$ cat src/inc/lsrd_pkg.sv
// constants and types shared by the request stream controller
package lsrd_pkg;
  // clock timing
  localparam int CORE_PERIOD_NS  = 10;
  localparam int LINK_PERIOD_NS  = 80;
  localparam int LINK_HALF_CYC   = LINK_PERIOD_NS / (2 * CORE_PERIOD_NS);
  localparam int DIV_W           = 8;

  // software port widths
  localparam int ADDR_W = 4;
  localparam int DATA_W = 16;
  localparam int FRAME_W = 18;
  localparam int LEN_W  = 5;

  // register offsets
  localparam logic [ADDR_W-1:0] OFS_REQ_CFG = 4'h0;
  localparam logic [ADDR_W-1:0] OFS_REQ_ARG = 4'h1;
  localparam logic [ADDR_W-1:0] OFS_REQ_GO  = 4'h2;
  localparam logic [ADDR_W-1:0] OFS_STATUS  = 4'h3;

  // field positions of the configuration register
  localparam int CFG_TYPE_LSB  = 0;
  localparam int CFG_FMT_BIT   = 4;
  localparam int CFG_SPD_LSB   = 5;
  localparam int CFG_SHORT_BIT = 9;
  // field positions of the argument register
  localparam int ARG_ADDR_LSB  = 0;
  localparam int ARG_DATA_LSB  = 4;
  // field positions of the status register
  localparam int ST_BUSY_BIT   = 0;
  localparam int ST_REFUSE_BIT = 1;
  localparam int ST_OVER_BIT   = 2;
  localparam int ST_CNT_LSB    = 8;

  // reset values
  localparam logic [9:0]  CFG_RESET = 10'h000;
  localparam logic [11:0] ARG_RESET = 12'h000;

  // stream lengths in bits, start and stop included, except the short bus request, which has no stop
  localparam logic [LEN_W-1:0] LEN_BUS       = 5'd11;
  localparam logic [LEN_W-1:0] LEN_BUS_SHORT = 5'd10;
  localparam logic [LEN_W-1:0] LEN_READ      = 5'd10;
  localparam logic [LEN_W-1:0] LEN_WRITE     = 5'd18;
  localparam logic [LEN_W-1:0] LEN_NOTIFY    = 5'd6;

  localparam logic START_BIT = 1'b1;
  localparam logic STOP_BIT  = 1'b0;

  // request type codes
  typedef enum logic [3:0] {
    REQ_RSV0      = 4'h0,
    REQ_IMMED     = 4'h1,
    REQ_NEXT_EVEN = 4'h2,
    REQ_NEXT_ODD  = 4'h3,
    REQ_CURRENT   = 4'h4,
    REQ_RSV5      = 4'h5,
    REQ_ISO_EVEN  = 4'h6,
    REQ_ISO_ODD   = 4'h7,
    REQ_CYC_START = 4'h8,
    REQ_RSV9      = 4'h9,
    REQ_REG_READ  = 4'hA,
    REQ_REG_WRITE = 4'hB,
    REQ_PH_EVEN   = 4'hC,
    REQ_PH_ODD    = 4'hD,
    REQ_CYC_DUE   = 4'hE,
    REQ_RSVF      = 4'hF
  } lsrd_req_t;

  // speed codes
  localparam logic [3:0] SPD_S100  = 4'h0;
  localparam logic [3:0] SPD_RSV1  = 4'h1;
  localparam logic [3:0] SPD_S200  = 4'h2;
  localparam logic [3:0] SPD_RSV3  = 4'h3;
  localparam logic [3:0] SPD_S400  = 4'h4;
  localparam logic [3:0] SPD_RSV5  = 4'h5;
  localparam logic [3:0] SPD_S800  = 4'h6;
endpackage

$ cat src/inc/lsrd_ser_if.sv
// link between the request controller and its bit serializer
`timescale 1ns/1ns
interface lsrd_ser_if;
  import lsrd_pkg::*;
  logic               load;
  logic [FRAME_W-1:0] frame;
  logic [LEN_W-1:0]   len;
  logic               busy;
  logic               done;
  modport ctl (output load, output frame, output len, input busy, input done);
  modport ser (input load, input frame, input len, output busy, output done);
endinterface

$ cat src/core/lsrd_host.sv
// link-side controller sending service request streams to the device
// Functional notes
// - bus request 11 bits, register read 10, register write 18 bits
// - notifications (types 1100 to 1110) are six bits long
// - every stream starts with a one; all but the short bus request, which has no stop, end with a zero
// - type code in bits one to four, msb first after start
// - request line stays low between streams
// - types 1100 and 1101 notify cycle start seen and phase set
// - type 1110 notifies that a cycle start reception is due
// - bus request bit five selects beta format when one
// - bus request bits six to nine give the data speed
// - speed codes 0,2,4,6 valid; 1,3,5 reserved; others invalid
// - read request carries register address in bits five to eight
// - request bits driven synchronous to the returned link clock
// - write request carries address, eight data bits, stop at seventeen
`timescale 1ns/1ns
module lsrd_host
  import lsrd_pkg::*;
(
  // clock and reset
  input  wire logic              CORE_CLK,
  input  wire logic              RESETN,
  // software register port
  input  wire logic [ADDR_W-1:0] REG_ADDR,
  input  wire logic [DATA_W-1:0] REG_WDATA,
  input  wire logic              REG_WR,
  input  wire logic              REG_RD,
  output logic      [DATA_W-1:0] REG_RDATA,
  // link pins toward the device
  output logic                   LINK_RETURN_CLOCK,
  output logic                   LINK_REQUEST_LINE
);
  typedef enum {
    ST_IDLE,
    ST_LOAD,
    ST_SEND
  } lsrd_state_t;

  logic              rst_meta;
  logic              rst_n;
  logic              fall_en;
  logic [9:0]        cfg;
  logic [9:0]        next_cfg;
  logic [11:0]       arg;
  logic [11:0]       next_arg;
  logic              refused;
  logic              next_refused;
  logic              overlap;
  logic              next_overlap;
  logic [7:0]        sent_cnt;
  logic [7:0]        next_sent_cnt;
  logic [DATA_W-1:0] next_rdata;
  lsrd_state_t       state;
  lsrd_state_t       next_state;
  logic [FRAME_W-1:0] frame;
  logic [FRAME_W-1:0] next_frame;
  logic [LEN_W-1:0]  len;
  logic [LEN_W-1:0]  next_len;
  lsrd_req_t         req_type;
  logic              req_fmt;
  logic [3:0]        req_spd;
  logic              short_en;
  logic [3:0]        reg_addr;
  logic [7:0]        reg_data;
  logic              go;
  logic              legal;
  logic [FRAME_W-1:0] build_frame;
  logic [LEN_W-1:0]  build_len;

  lsrd_ser_if sif ();

  // reset release through two flops
  always_ff @(posedge CORE_CLK or negedge RESETN) begin
    if (!RESETN) begin
      rst_meta <= 1'b0;
      rst_n    <= 1'b0;
    end else begin
      rst_meta <= 1'b1;
      rst_n    <= rst_meta;
    end
  end

  // returned link clock made here from the core clock
  lsrd_clkdiv u_div (
    .clk      (CORE_CLK),
    .rst_n    (rst_n),
    .link_clk (LINK_RETURN_CLOCK),
    .fall_en  (fall_en)
  );

  // bit shifter driving the request line
  lsrd_ser u_ser (
    .clk     (CORE_CLK),
    .rst_n   (rst_n),
    .fall_en (fall_en),
    .sif     (sif.ser),
    .line    (LINK_REQUEST_LINE)
  );

  // field views of the software registers
  always_comb begin
    req_type = lsrd_req_t'(cfg[CFG_TYPE_LSB +: 4]);
    req_fmt  = cfg[CFG_FMT_BIT];
    req_spd  = cfg[CFG_SPD_LSB +: 4];
    short_en = cfg[CFG_SHORT_BIT];
    reg_addr = arg[ARG_ADDR_LSB +: 4];
    reg_data = arg[ARG_DATA_LSB +: 8];
    go       = REG_WR && (REG_ADDR == OFS_REQ_GO);
  end

  // frame and length per request type, left aligned, msb sent first
  always_comb begin
    legal       = 1'b1;
    build_frame = '0;
    build_len   = LEN_NOTIFY;
    case (req_type)
      REQ_IMMED, REQ_NEXT_EVEN, REQ_NEXT_ODD, REQ_CURRENT, REQ_ISO_EVEN, REQ_ISO_ODD, REQ_CYC_START: begin
        build_frame = {START_BIT, req_type, req_fmt, req_spd, STOP_BIT, 7'h00};
        build_len   = LEN_BUS;
        if (short_en && !req_spd[3]) begin
          build_len = LEN_BUS_SHORT;
        end
        if (req_spd == SPD_RSV1 || req_spd == SPD_RSV3 || req_spd == SPD_RSV5) begin
          legal = 1'b0;
        end
        // codes above six are invalid but still sent
      end
      REQ_REG_READ: begin
        build_frame = {START_BIT, req_type, reg_addr, STOP_BIT, 8'h00};
        build_len   = LEN_READ;
      end
      REQ_REG_WRITE: begin
        build_frame = {START_BIT, req_type, reg_addr, reg_data, STOP_BIT};
        build_len   = LEN_WRITE;
      end
      REQ_PH_EVEN, REQ_PH_ODD, REQ_CYC_DUE: begin
        build_frame = {START_BIT, req_type, STOP_BIT, 12'h000};
        build_len   = LEN_NOTIFY;
      end
      default: begin
        legal = 1'b0;
      end
    endcase
  end

  // request sequencer
  always_comb begin
    next_state    = state;
    next_frame    = frame;
    next_len      = len;
    sif.load      = 1'b0;
    sif.frame     = frame;
    sif.len       = len;
    next_sent_cnt = sent_cnt;
    case (state)
      ST_IDLE: begin
        if (go && legal) begin
          next_frame = build_frame;
          next_len   = build_len;
          next_state = ST_LOAD;
        end
      end
      ST_LOAD: begin
        sif.load = 1'b1;
        if (!sif.busy) begin
          next_state = ST_SEND;
        end
      end
      ST_SEND: begin
        if (sif.done) begin
          next_sent_cnt = sent_cnt + 8'h01;
          next_state    = ST_IDLE;
        end
      end
      default: begin
        next_state = ST_IDLE;
      end
    endcase
  end

  // register writes and sticky flags, hardware set wins over clear
  always_comb begin
    next_cfg     = cfg;
    next_arg     = arg;
    next_refused = refused;
    next_overlap = overlap;
    if (REG_WR) begin
      if (REG_ADDR == OFS_REQ_CFG) begin
        next_cfg = REG_WDATA[9:0];
      end else if (REG_ADDR == OFS_REQ_ARG) begin
        next_arg = REG_WDATA[11:0];
      end else if (REG_ADDR == OFS_STATUS) begin
        if (REG_WDATA[ST_REFUSE_BIT]) begin
          next_refused = 1'b0;
        end
        if (REG_WDATA[ST_OVER_BIT]) begin
          next_overlap = 1'b0;
        end
      end
    end
    if (go && state == ST_IDLE && !legal) begin
      next_refused = 1'b1;
    end
    if (go && state != ST_IDLE) begin
      next_overlap = 1'b1;
    end
  end

  // read data, one cycle after the strobe
  always_comb begin
    next_rdata = '0;
    if (REG_RD) begin
      if (REG_ADDR == OFS_REQ_CFG) begin
        next_rdata = {6'h00, cfg};
      end else if (REG_ADDR == OFS_REQ_ARG) begin
        next_rdata = {4'h0, arg};
      end else if (REG_ADDR == OFS_STATUS) begin
        next_rdata[ST_BUSY_BIT]           = (state != ST_IDLE);
        next_rdata[ST_REFUSE_BIT]         = refused;
        next_rdata[ST_OVER_BIT]           = overlap;
        next_rdata[ST_CNT_LSB +: 8]       = sent_cnt;
      end
    end
  end

  // register all controller state
  always_ff @(posedge CORE_CLK or negedge rst_n) begin
    if (!rst_n) begin
      state     <= ST_IDLE;
      frame     <= '0;
      len       <= '0;
      cfg       <= CFG_RESET;
      arg       <= ARG_RESET;
      refused   <= 1'b0;
      overlap   <= 1'b0;
      sent_cnt  <= '0;
      REG_RDATA <= '0;
    end else begin
      state     <= next_state;
      frame     <= next_frame;
      len       <= next_len;
      cfg       <= next_cfg;
      arg       <= next_arg;
      refused   <= next_refused;
      overlap   <= next_overlap;
      sent_cnt  <= next_sent_cnt;
      REG_RDATA <= next_rdata;
    end
  end
endmodule

$ cat src/core/lsrd_clkdiv.sv
// divider making the returned link clock and its falling-edge enable
`timescale 1ns/1ns
module lsrd_clkdiv
  import lsrd_pkg::*;
(
  // clock and reset
  input  wire logic clk,
  input  wire logic rst_n,
  // divided outputs
  output logic      link_clk,
  output logic      fall_en
);
  logic [DIV_W-1:0] cnt;
  logic [DIV_W-1:0] next_cnt;
  logic             next_link_clk;
  logic             wrap;

  // half period counter and toggle
  always_comb begin
    wrap          = (cnt == DIV_W'(LINK_HALF_CYC - 1));
    next_cnt      = wrap ? '0 : cnt + 8'h01;
    next_link_clk = wrap ? ~link_clk : link_clk;
    fall_en       = wrap & link_clk;  // clock about to go low
  end

  // register the divider
  always_ff @(posedge clk or negedge rst_n) begin
    if (!rst_n) begin
      cnt      <= '0;
      link_clk <= 1'b0;
    end else begin
      cnt      <= next_cnt;
      link_clk <= next_link_clk;
    end
  end
endmodule

$ cat src/core/lsrd_ser.sv
// serializer shifting a request frame out msb first on the link clock
`timescale 1ns/1ns
module lsrd_ser
  import lsrd_pkg::*;
(
  // clock and reset
  input  wire logic clk,
  input  wire logic rst_n,
  // bit enable
  input  wire logic fall_en,
  // control side
  lsrd_ser_if.ser   sif,
  // request line
  output logic      line
);
  logic [FRAME_W-1:0] sh;
  logic [FRAME_W-1:0] next_sh;
  logic [LEN_W-1:0]   cnt;
  logic [LEN_W-1:0]   next_cnt;
  logic               pend;
  logic               next_pend;
  logic               next_line;
  logic               next_busy;
  logic               next_done;

  // shift one bit per link clock, line low when idle
  always_comb begin
    next_sh   = sh;
    next_cnt  = cnt;
    next_pend = pend;
    next_line = line;
    next_busy = sif.busy;
    next_done = 1'b0;
    if (sif.load && !sif.busy) begin
      next_sh   = sif.frame;
      next_cnt  = sif.len;
      next_pend = 1'b1;
      next_busy = 1'b1;
    end else if (fall_en && sif.busy) begin
      if (cnt != '0) begin
        next_line = sh[FRAME_W-1];
        next_sh   = {sh[FRAME_W-2:0], 1'b0};
        next_cnt  = cnt - 5'd1;
        next_pend = 1'b0;
      end else if (!pend) begin
        next_line = 1'b0;
        next_busy = 1'b0;
        next_done = 1'b1;
      end
    end
  end

  // register the serializer
  always_ff @(posedge clk or negedge rst_n) begin
    if (!rst_n) begin
      sh       <= '0;
      cnt      <= '0;
      pend     <= 1'b0;
      line     <= 1'b0;
      sif.busy <= 1'b0;
      sif.done <= 1'b0;
    end else begin
      sh       <= next_sh;
      cnt      <= next_cnt;
      pend     <= next_pend;
      line     <= next_line;
      sif.busy <= next_busy;
      sif.done <= next_done;
    end
  end
endmodule

$ cat config.mk
export PLATFORM = sky130hd
export DESIGN_NAME = lsrd_host
export DESIGN_NICKNAME = d
export VERILOG_FILES = /design/src/inc/lsrd_pkg.sv /design/src/inc/lsrd_ser_if.sv /design/src/core/lsrd_host.sv /design/src/core/lsrd_clkdiv.sv /design/src/core/lsrd_ser.sv
export SDC_FILE = /design/constraint.sdc
export NUM_CORES = 1
export LEC_CHECK = 0
export BUFFER_PORTS_ARGS = -buffer_cell sky130_fd_sc_hd__buf_2
export CELL_PAD_IN_SITES_DETAIL_PLACEMENT = 0
export CELL_PAD_IN_SITES_GLOBAL_PLACEMENT = 1
export CORE_ASPECT_RATIO = 1.5
export CORE_UTILIZATION = 25
export DETAILED_ROUTE_END_ITERATION = 16
export PLACE_DENSITY = 0.57
export SLEW_MARGIN = 0
export SYNTH_ARGS = -nofsm -noshare
export SYNTH_HDL_FRONTEND = slang
export SYNTH_SLANG_ARGS = --single-unit
export TNS_END_PERCENT = 5
$ cat constraint.sdc
create_clock -name CORE_CLK -period 3.75 [get_ports CORE_CLK]
set_input_delay 0.375 -clock CORE_CLK [delete_from_list [all_inputs] [get_ports CORE_CLK]]
set_output_delay 0.375 -clock CORE_CLK [all_outputs]
set_load 0.02 [all_outputs]
Yosys cells after proc, flatten, opt, wreduce, memory -nomap -nowiden --
Index checks and enable logic that the tools add are counted. Widths: inputs -> output; s select.
Storage, ports and cells: input port bits 24, output and inout port bits 18, flip-flop bits (word level) 141, logic and storage cells 144
Cells by class: muxes and demuxes 48, bitwise gates (word level) 4, $add $sub $neg 3, equal/unequal tests 31, reductions and logical operators 39
Operators with widths (number):
- $mux 32 | 3
- $pmux 32 s3 | 1
- $pmux 18 s4 | 1
- $logic_not 32->1 | 2
- $mux 18 | 3
- $eq 32x1->1 const B | 1
- $eq 32x2->1 const B | 1
- $mux 16 | 2
- $reduce_bool 32->1 | 1
- $mux 1 | 27
- $eq 4x4->1 const B | 6
- $mux 8 | 3
- $eq 4x2->1 const B | 5
- $mux 5 | 4
- $add 8x1->8 const B | 2
- $eq 4x3->1 const B | 4
- $reduce_bool 2->1 | 8
- $pmux 5 s3 | 1
- $eq 4x1->1 const B | 3
- $ne 2x1->1 const B | 6
- $reduce_and 3->1 | 4
- $reduce_and 5->1 | 2
- $eq 8x2->1 const B | 1
- $logic_and 1x1->1 | 8
- 14 further kinds | 26

Depth between registers and ports, before layout --
depth after elaboration 9, mapped depth 8, gate-level depth less buffers 6

Modules after synthesis --
Synthesis repeated with hierarchy kept, for this count alone.
Second synthesis, totals: cells, all modules 467, area total of the unflattened synthesis 5019.8 sq um
Modules (own cells, without submodules):
- lsrd_host | cells an instance 299, times used 1, sequential area each 1851.8 sq um, area each 3324.4 sq um
- lsrd_ser | cells an instance 136, times used 1, sequential area each 675.6 sq um, area each 1296.2 sq um
- lsrd_clkdiv | cells an instance 32, times used 1, sequential area each 225.2 sq um, area each 399.1 sq um

Worst setup path before layout --
OpenSTA, ideal clock, no wires.
path type register -> register, from reg u_ser.cnt[0], to reg u_ser.sh[13], data required time 3624 ps, cell stages (with the launch flop) 8, library setup time 126 ps, path buffers 2, slack 1820 ps, clock period less this slack 1930 ps, data arrival time 1804 ps, cell sequence dfrtp_1 > inv_1 > ha_1 > or4b_4 > and4_1 > buf_6 > buf_6 > a221o_1
Between the ends: cells in the longest elaborated chain, start to end 3
Ends and longest elaborated chain:
- start, declared | RTL line lsrd_ser.sv:18 | logic [LEN_W-1:0] cnt;
- start signal, assigned | RTL line lsrd_ser.sv:64 | cnt <= next_cnt;
- $reduce_bool 5->1 | RTL line lsrd_ser.sv:40 | if (cnt != '0) begin
- $reduce_bool 2->1 (no line)
- $reduce_and 2->1 (no line)
- end signal, assigned | RTL line lsrd_ser.sv:63 | sh <= next_sh;
- end, declared | RTL line lsrd_ser.sv:16 | logic [FRAME_W-1:0] sh;
No other way between the ends. A chain may end at the register's enable or synchronous reset.

Final worst setup path --
from reg cfg[1], to reg frame[4]
Between the ends: cells in the longest elaborated chain, start to end 5, elaborated cells on any way between the ends 19, those cells by class eq/ne: 12; mux: 2; reduce/logical: 5
Ends and longest elaborated chain:
- start, declared | RTL line lsrd_host.sv:42 | logic [9:0] cfg;
- start signal, assigned | RTL line lsrd_host.sv:242 | cfg <= next_cfg;
- $eq 4x1->1, or another cell as far along | RTL line lsrd_host.sv:116 | case (req_type)
- $reduce_or 7->1 / $reduce_or 5->1 (equally long branches)
- $pmux 1 s2 | RTL line lsrd_host.sv:116
- $logic_and 1x1->1 | RTL line lsrd_host.sv:157 | if (go && legal) begin
- $reduce_and 2->1 (no line)
- end signal, assigned | RTL line lsrd_host.sv:240 | frame <= next_frame;
- end, declared | RTL line lsrd_host.sv:55 | logic [FRAME_W-1:0] frame;
Several ways; a longest one is shown, not always the timed one.

==> flow_summary.yaml <==
die:
  rows: 62
  initial_core_util: 0.2565
  die_h_um: 174.4
  io-pin-count: 42
  die-area_sq_um: 20400
  chipWidth_um: 116.9
  core_sq_um: 19320
synth:
  synth_edf_count: 0
  synth_area_leaders: "dfrtp_1 55%, mux2_2 4.5%, mux2i_1 4.2%, nand2_1 4.2%, o21ai_0 3.0%"
  yosysTopAreaCellShare: 0.5505
  yosys_warnings: 0
  avgSynthCellArea_sq_um: 11.13
  yosysSeqAreaShare: 0.5505
  async_flop_share: 1.000
  synth_ff_type: "dfrtp_1"
  yosysTopAreaCell: "dfrtp_1"
  synth_area_sq_um: 4955
  netlist_instances: 445
  synth-seq-cells: 109
  syn-num-nets: 473
  yosysUniqueCellTypes: 51
clocking:
  cts_root_buf: "clkbuf_16"
  clkSinkCount: 109
  cts_inserted_buffers: 9
  htree_num_levels: 3
  clkLatencyLatePin_ns: 0.35
  cts.clk_slew.worst_paths_ns: 0.07
  cts_tree: "done"
  ctsLongestPathBuffers: 2
setup_path:
  path_buf_inv: 1
  crit_type: "flop to flop"
  cpMaxStageDelayCell: "a211o_1"
  timing.critical_path.cells: "or4_4, o311ai_2, a211o_1, buf_4, mux2i_1"
  cp.required_ns: 4.02
  worstPathMaxFanout: 19
  end_kind: "flop"
  critPathLaunchType: "flop"
  slowest_delay_ns: 0.68
  crit_family: "compound AO/OA/AOI/OAI gates"
  crit_arrival_ns: 2.87
sta:
  finalCriticalPeriod_ns: 2.600
  tightest_slew_ns: 0.8072
  fin_crit_sh: 0.6933
  tns_ns: 0
  fmax_ghz: 0.3846
  hold_viol_final: 0
  skew_ns: 0.01051
  finalMaxSlewViolations: 0
  rsz0062_at_grt: "no"
  setup_viol: 0
  fin_ws_ns: 1.150
  max_slew_margin: 0.4619
layout:
  area_delta_synth_final_pct: 14.47
  n_antenna_cell: 0
  drive_gt1_frac: 0.2033
  finish.utilization: 0.2936
  layoutNonFillerInstCount: 738
  final_nets: 505
place:
  dpl_worst_slack_ns: 1.114
  hpwl_um: 7898
  port_buffers: 37
  dp.cells: 721
  place.gp.congestion: 0.8047
grt:
  grt_pass1_wl_um: 17900
  track_usage: 0.1165
  grt_max_degree: 50
  grt_pass1_vias: 3486
  antenna_found_initial: 0
  grt-ovfl-total: 0
worst_hold_path:
  worstHoldPathType: "primary input to flop"
power:
  internal_power_mw: 2.070
  power_frac_seq: 0.521
  leakagePower_nw: 2.734
  ir_drop_v: 0.0001940
  p_switching_mw: 0.8675
  power_frac_clock: 0.312
  swShare: 0.2954
  p_per_area_nw_per_um2: 517.9
  combPwrFrac: 0.167
detailed_routing:
  wirelength_um: 10990
  drcViolationCount: 0
  vias: 3329
  first_pass_iters: 7
  route.antenna.remaining_nets: 0
  drt_iter0_markers: 121
  via_per_inst: 4.511
  wire_per_inst_um: 14.90
job:
  drv_cap: 0
run_status:
  status: "complete, no violations"
-- stage by stage --
stage / hold slack (ns) / power (mW) / instance area [sq um]
after floorplan: 0.07941 / 1.893 / 4955
after global placement: 0.1621 / 2.032 / 5378
after detailed placement: 0.1635 / 2.046 / 5378
after CTS: 0.2322 / 2.981 / 5672
after global routing: 0.2420 / 3.105 / 5672
final: 0.2480 / 2.937 / 5672
-- per-layer routing --
metal,GRT usage,vias to the layer above,part of all wire
met4,0.07120,0,0.042
met3,0.02301,22,0.026
met2,0.1918,54,0.49
met1,0.1372,1637,0.44
met5,0,-,0
li1,-,1616,-
-- power by group through the flow --
| stage | sequential [mW] | combinational, mW | clock [mW] |
|---|---|---|---|
| 6_report | 1.53 | 0.490 | 0.917 |
| 5_1_grt | 1.56 | 0.550 | 0.998 |
| 3_3_place_gp | 1.55 | 0.486 | 0 |
| 2_1_floorplan | 1.47 | 0.420 | 0 |
| 4_1_cts | 1.53 | 0.499 | 0.953 |
| 3_5_place_dp | 1.55 | 0.496 | 0 |
-- area by class of cell --
| class | count | area [sq um] |
|---|---|---|
| multi-input combinational | 289 | 1994 |
| tap | 256 | 320.3 |
| clock inverter | 6 | 45.04 |
| timing repair buffer | 47 | 262.8 |
| clock buffer | 10 | 239.0 |
| inverter | 21 | 78.83 |
| sequential | 109 | 2731 |
| fill | 2003 | 13640 |
-- sequential cells by signal (all words and copies together), names as in the netlist, 2 cells and up --
signal / count
frame: 17
u_ser.sh: 17
REG_RDATA: 16
arg: 12
cfg: 10
sent_cnt: 8
u_div.cnt: 8
len: 5
u_ser.cnt: 5
state: 2
-- path summary, 6_finish.rpt --
kind	from	endpoint	slack, ns	cells past startpoint
max in group asynchronous	rst_n$_DFF_PN0_	u_ser.sh[4]$_DFFE_PN0P_	2.49	1
min in group asynchronous	RESETN	rst_n$_DFF_PN0_	0.34	2
hold reg to reg	rst_meta$_DFF_PN0_	rst_n$_DFF_PN0_	0.35	0
hold / removal	REG_WDATA[10]	arg[10]$_DFFE_PN0P_	0.25	2
setup / recovery	cfg[1]$_DFFE_PN0P_	frame[4]$_DFFE_PN0P_	1.15	5
setup reg to reg	cfg[1]$_DFFE_PN0P_	frame[4]$_DFFE_PN0P_	1.15	5
-- synth_stat cells (6+ instances only) --
library cell    n
a21oi_1         8
a221o_1         7
and3_1         15
buf_2           9
clkbuf_1        8
dfrtp_1       109
inv_1          21
mux2_2         20
mux2_4          7
mux2i_1        21
nand2_1        56
nand3_1        10
nor2_1         19
nor2b_1         9
o21ai_0        30
o221ai_1        6
xnor2_1        13
-- cells by family (layout without fill, tap and decap cells) --
family,after synthesis,in the layout,synth area share
AO/OA/AOI/OAI,74,74,0.1003
XOR/XNOR,18,18,0.03182
adder cells (fa/ha/maj),4,4,0.01010
buffers and inverters,47,84,0.04697
flip-flops,109,109,0.5505
multiplexers,48,48,0.1091
other,1,1,0.0007568
AND/OR/NAND/NOR,144,144,0.1505
-- placed cells by master, fill, tap and decap left out, types with 6 or more instances in the layout --
cell type    n
a21oi_1      8
buf_4        9
buf_2       37
mux2i_1     21
o21ai_0     30
and3_1      15
xnor2_1     13
o221ai_1     6
dfrtp_1    108
a221o_1      7
nor2b_1      9
nand2_1     56
nand3_1     10
mux2_4       7
mux2_2      20
inv_1       21
clkbuf_16    9
nor2_1      19
-- worst register-to-register path, stage by stage, from the launching register on --
cell	delay, ns
dfrtp_1	0.60
or4_4	0.61
o311ai_2	0.10
a211o_1	0.68
buf_4	0.32
mux2i_1	0.20
-- what timing repair did --
| action | CTS | global route |
|---|---|---|
| hold buffers | 1 | 0 |
| gates resized for setup | 0 | 0 |
| hold endpoints to repair | 2 | 0 |
| buffers inserted | 0 | 0 |
Power figures use the tool's default switching activity.
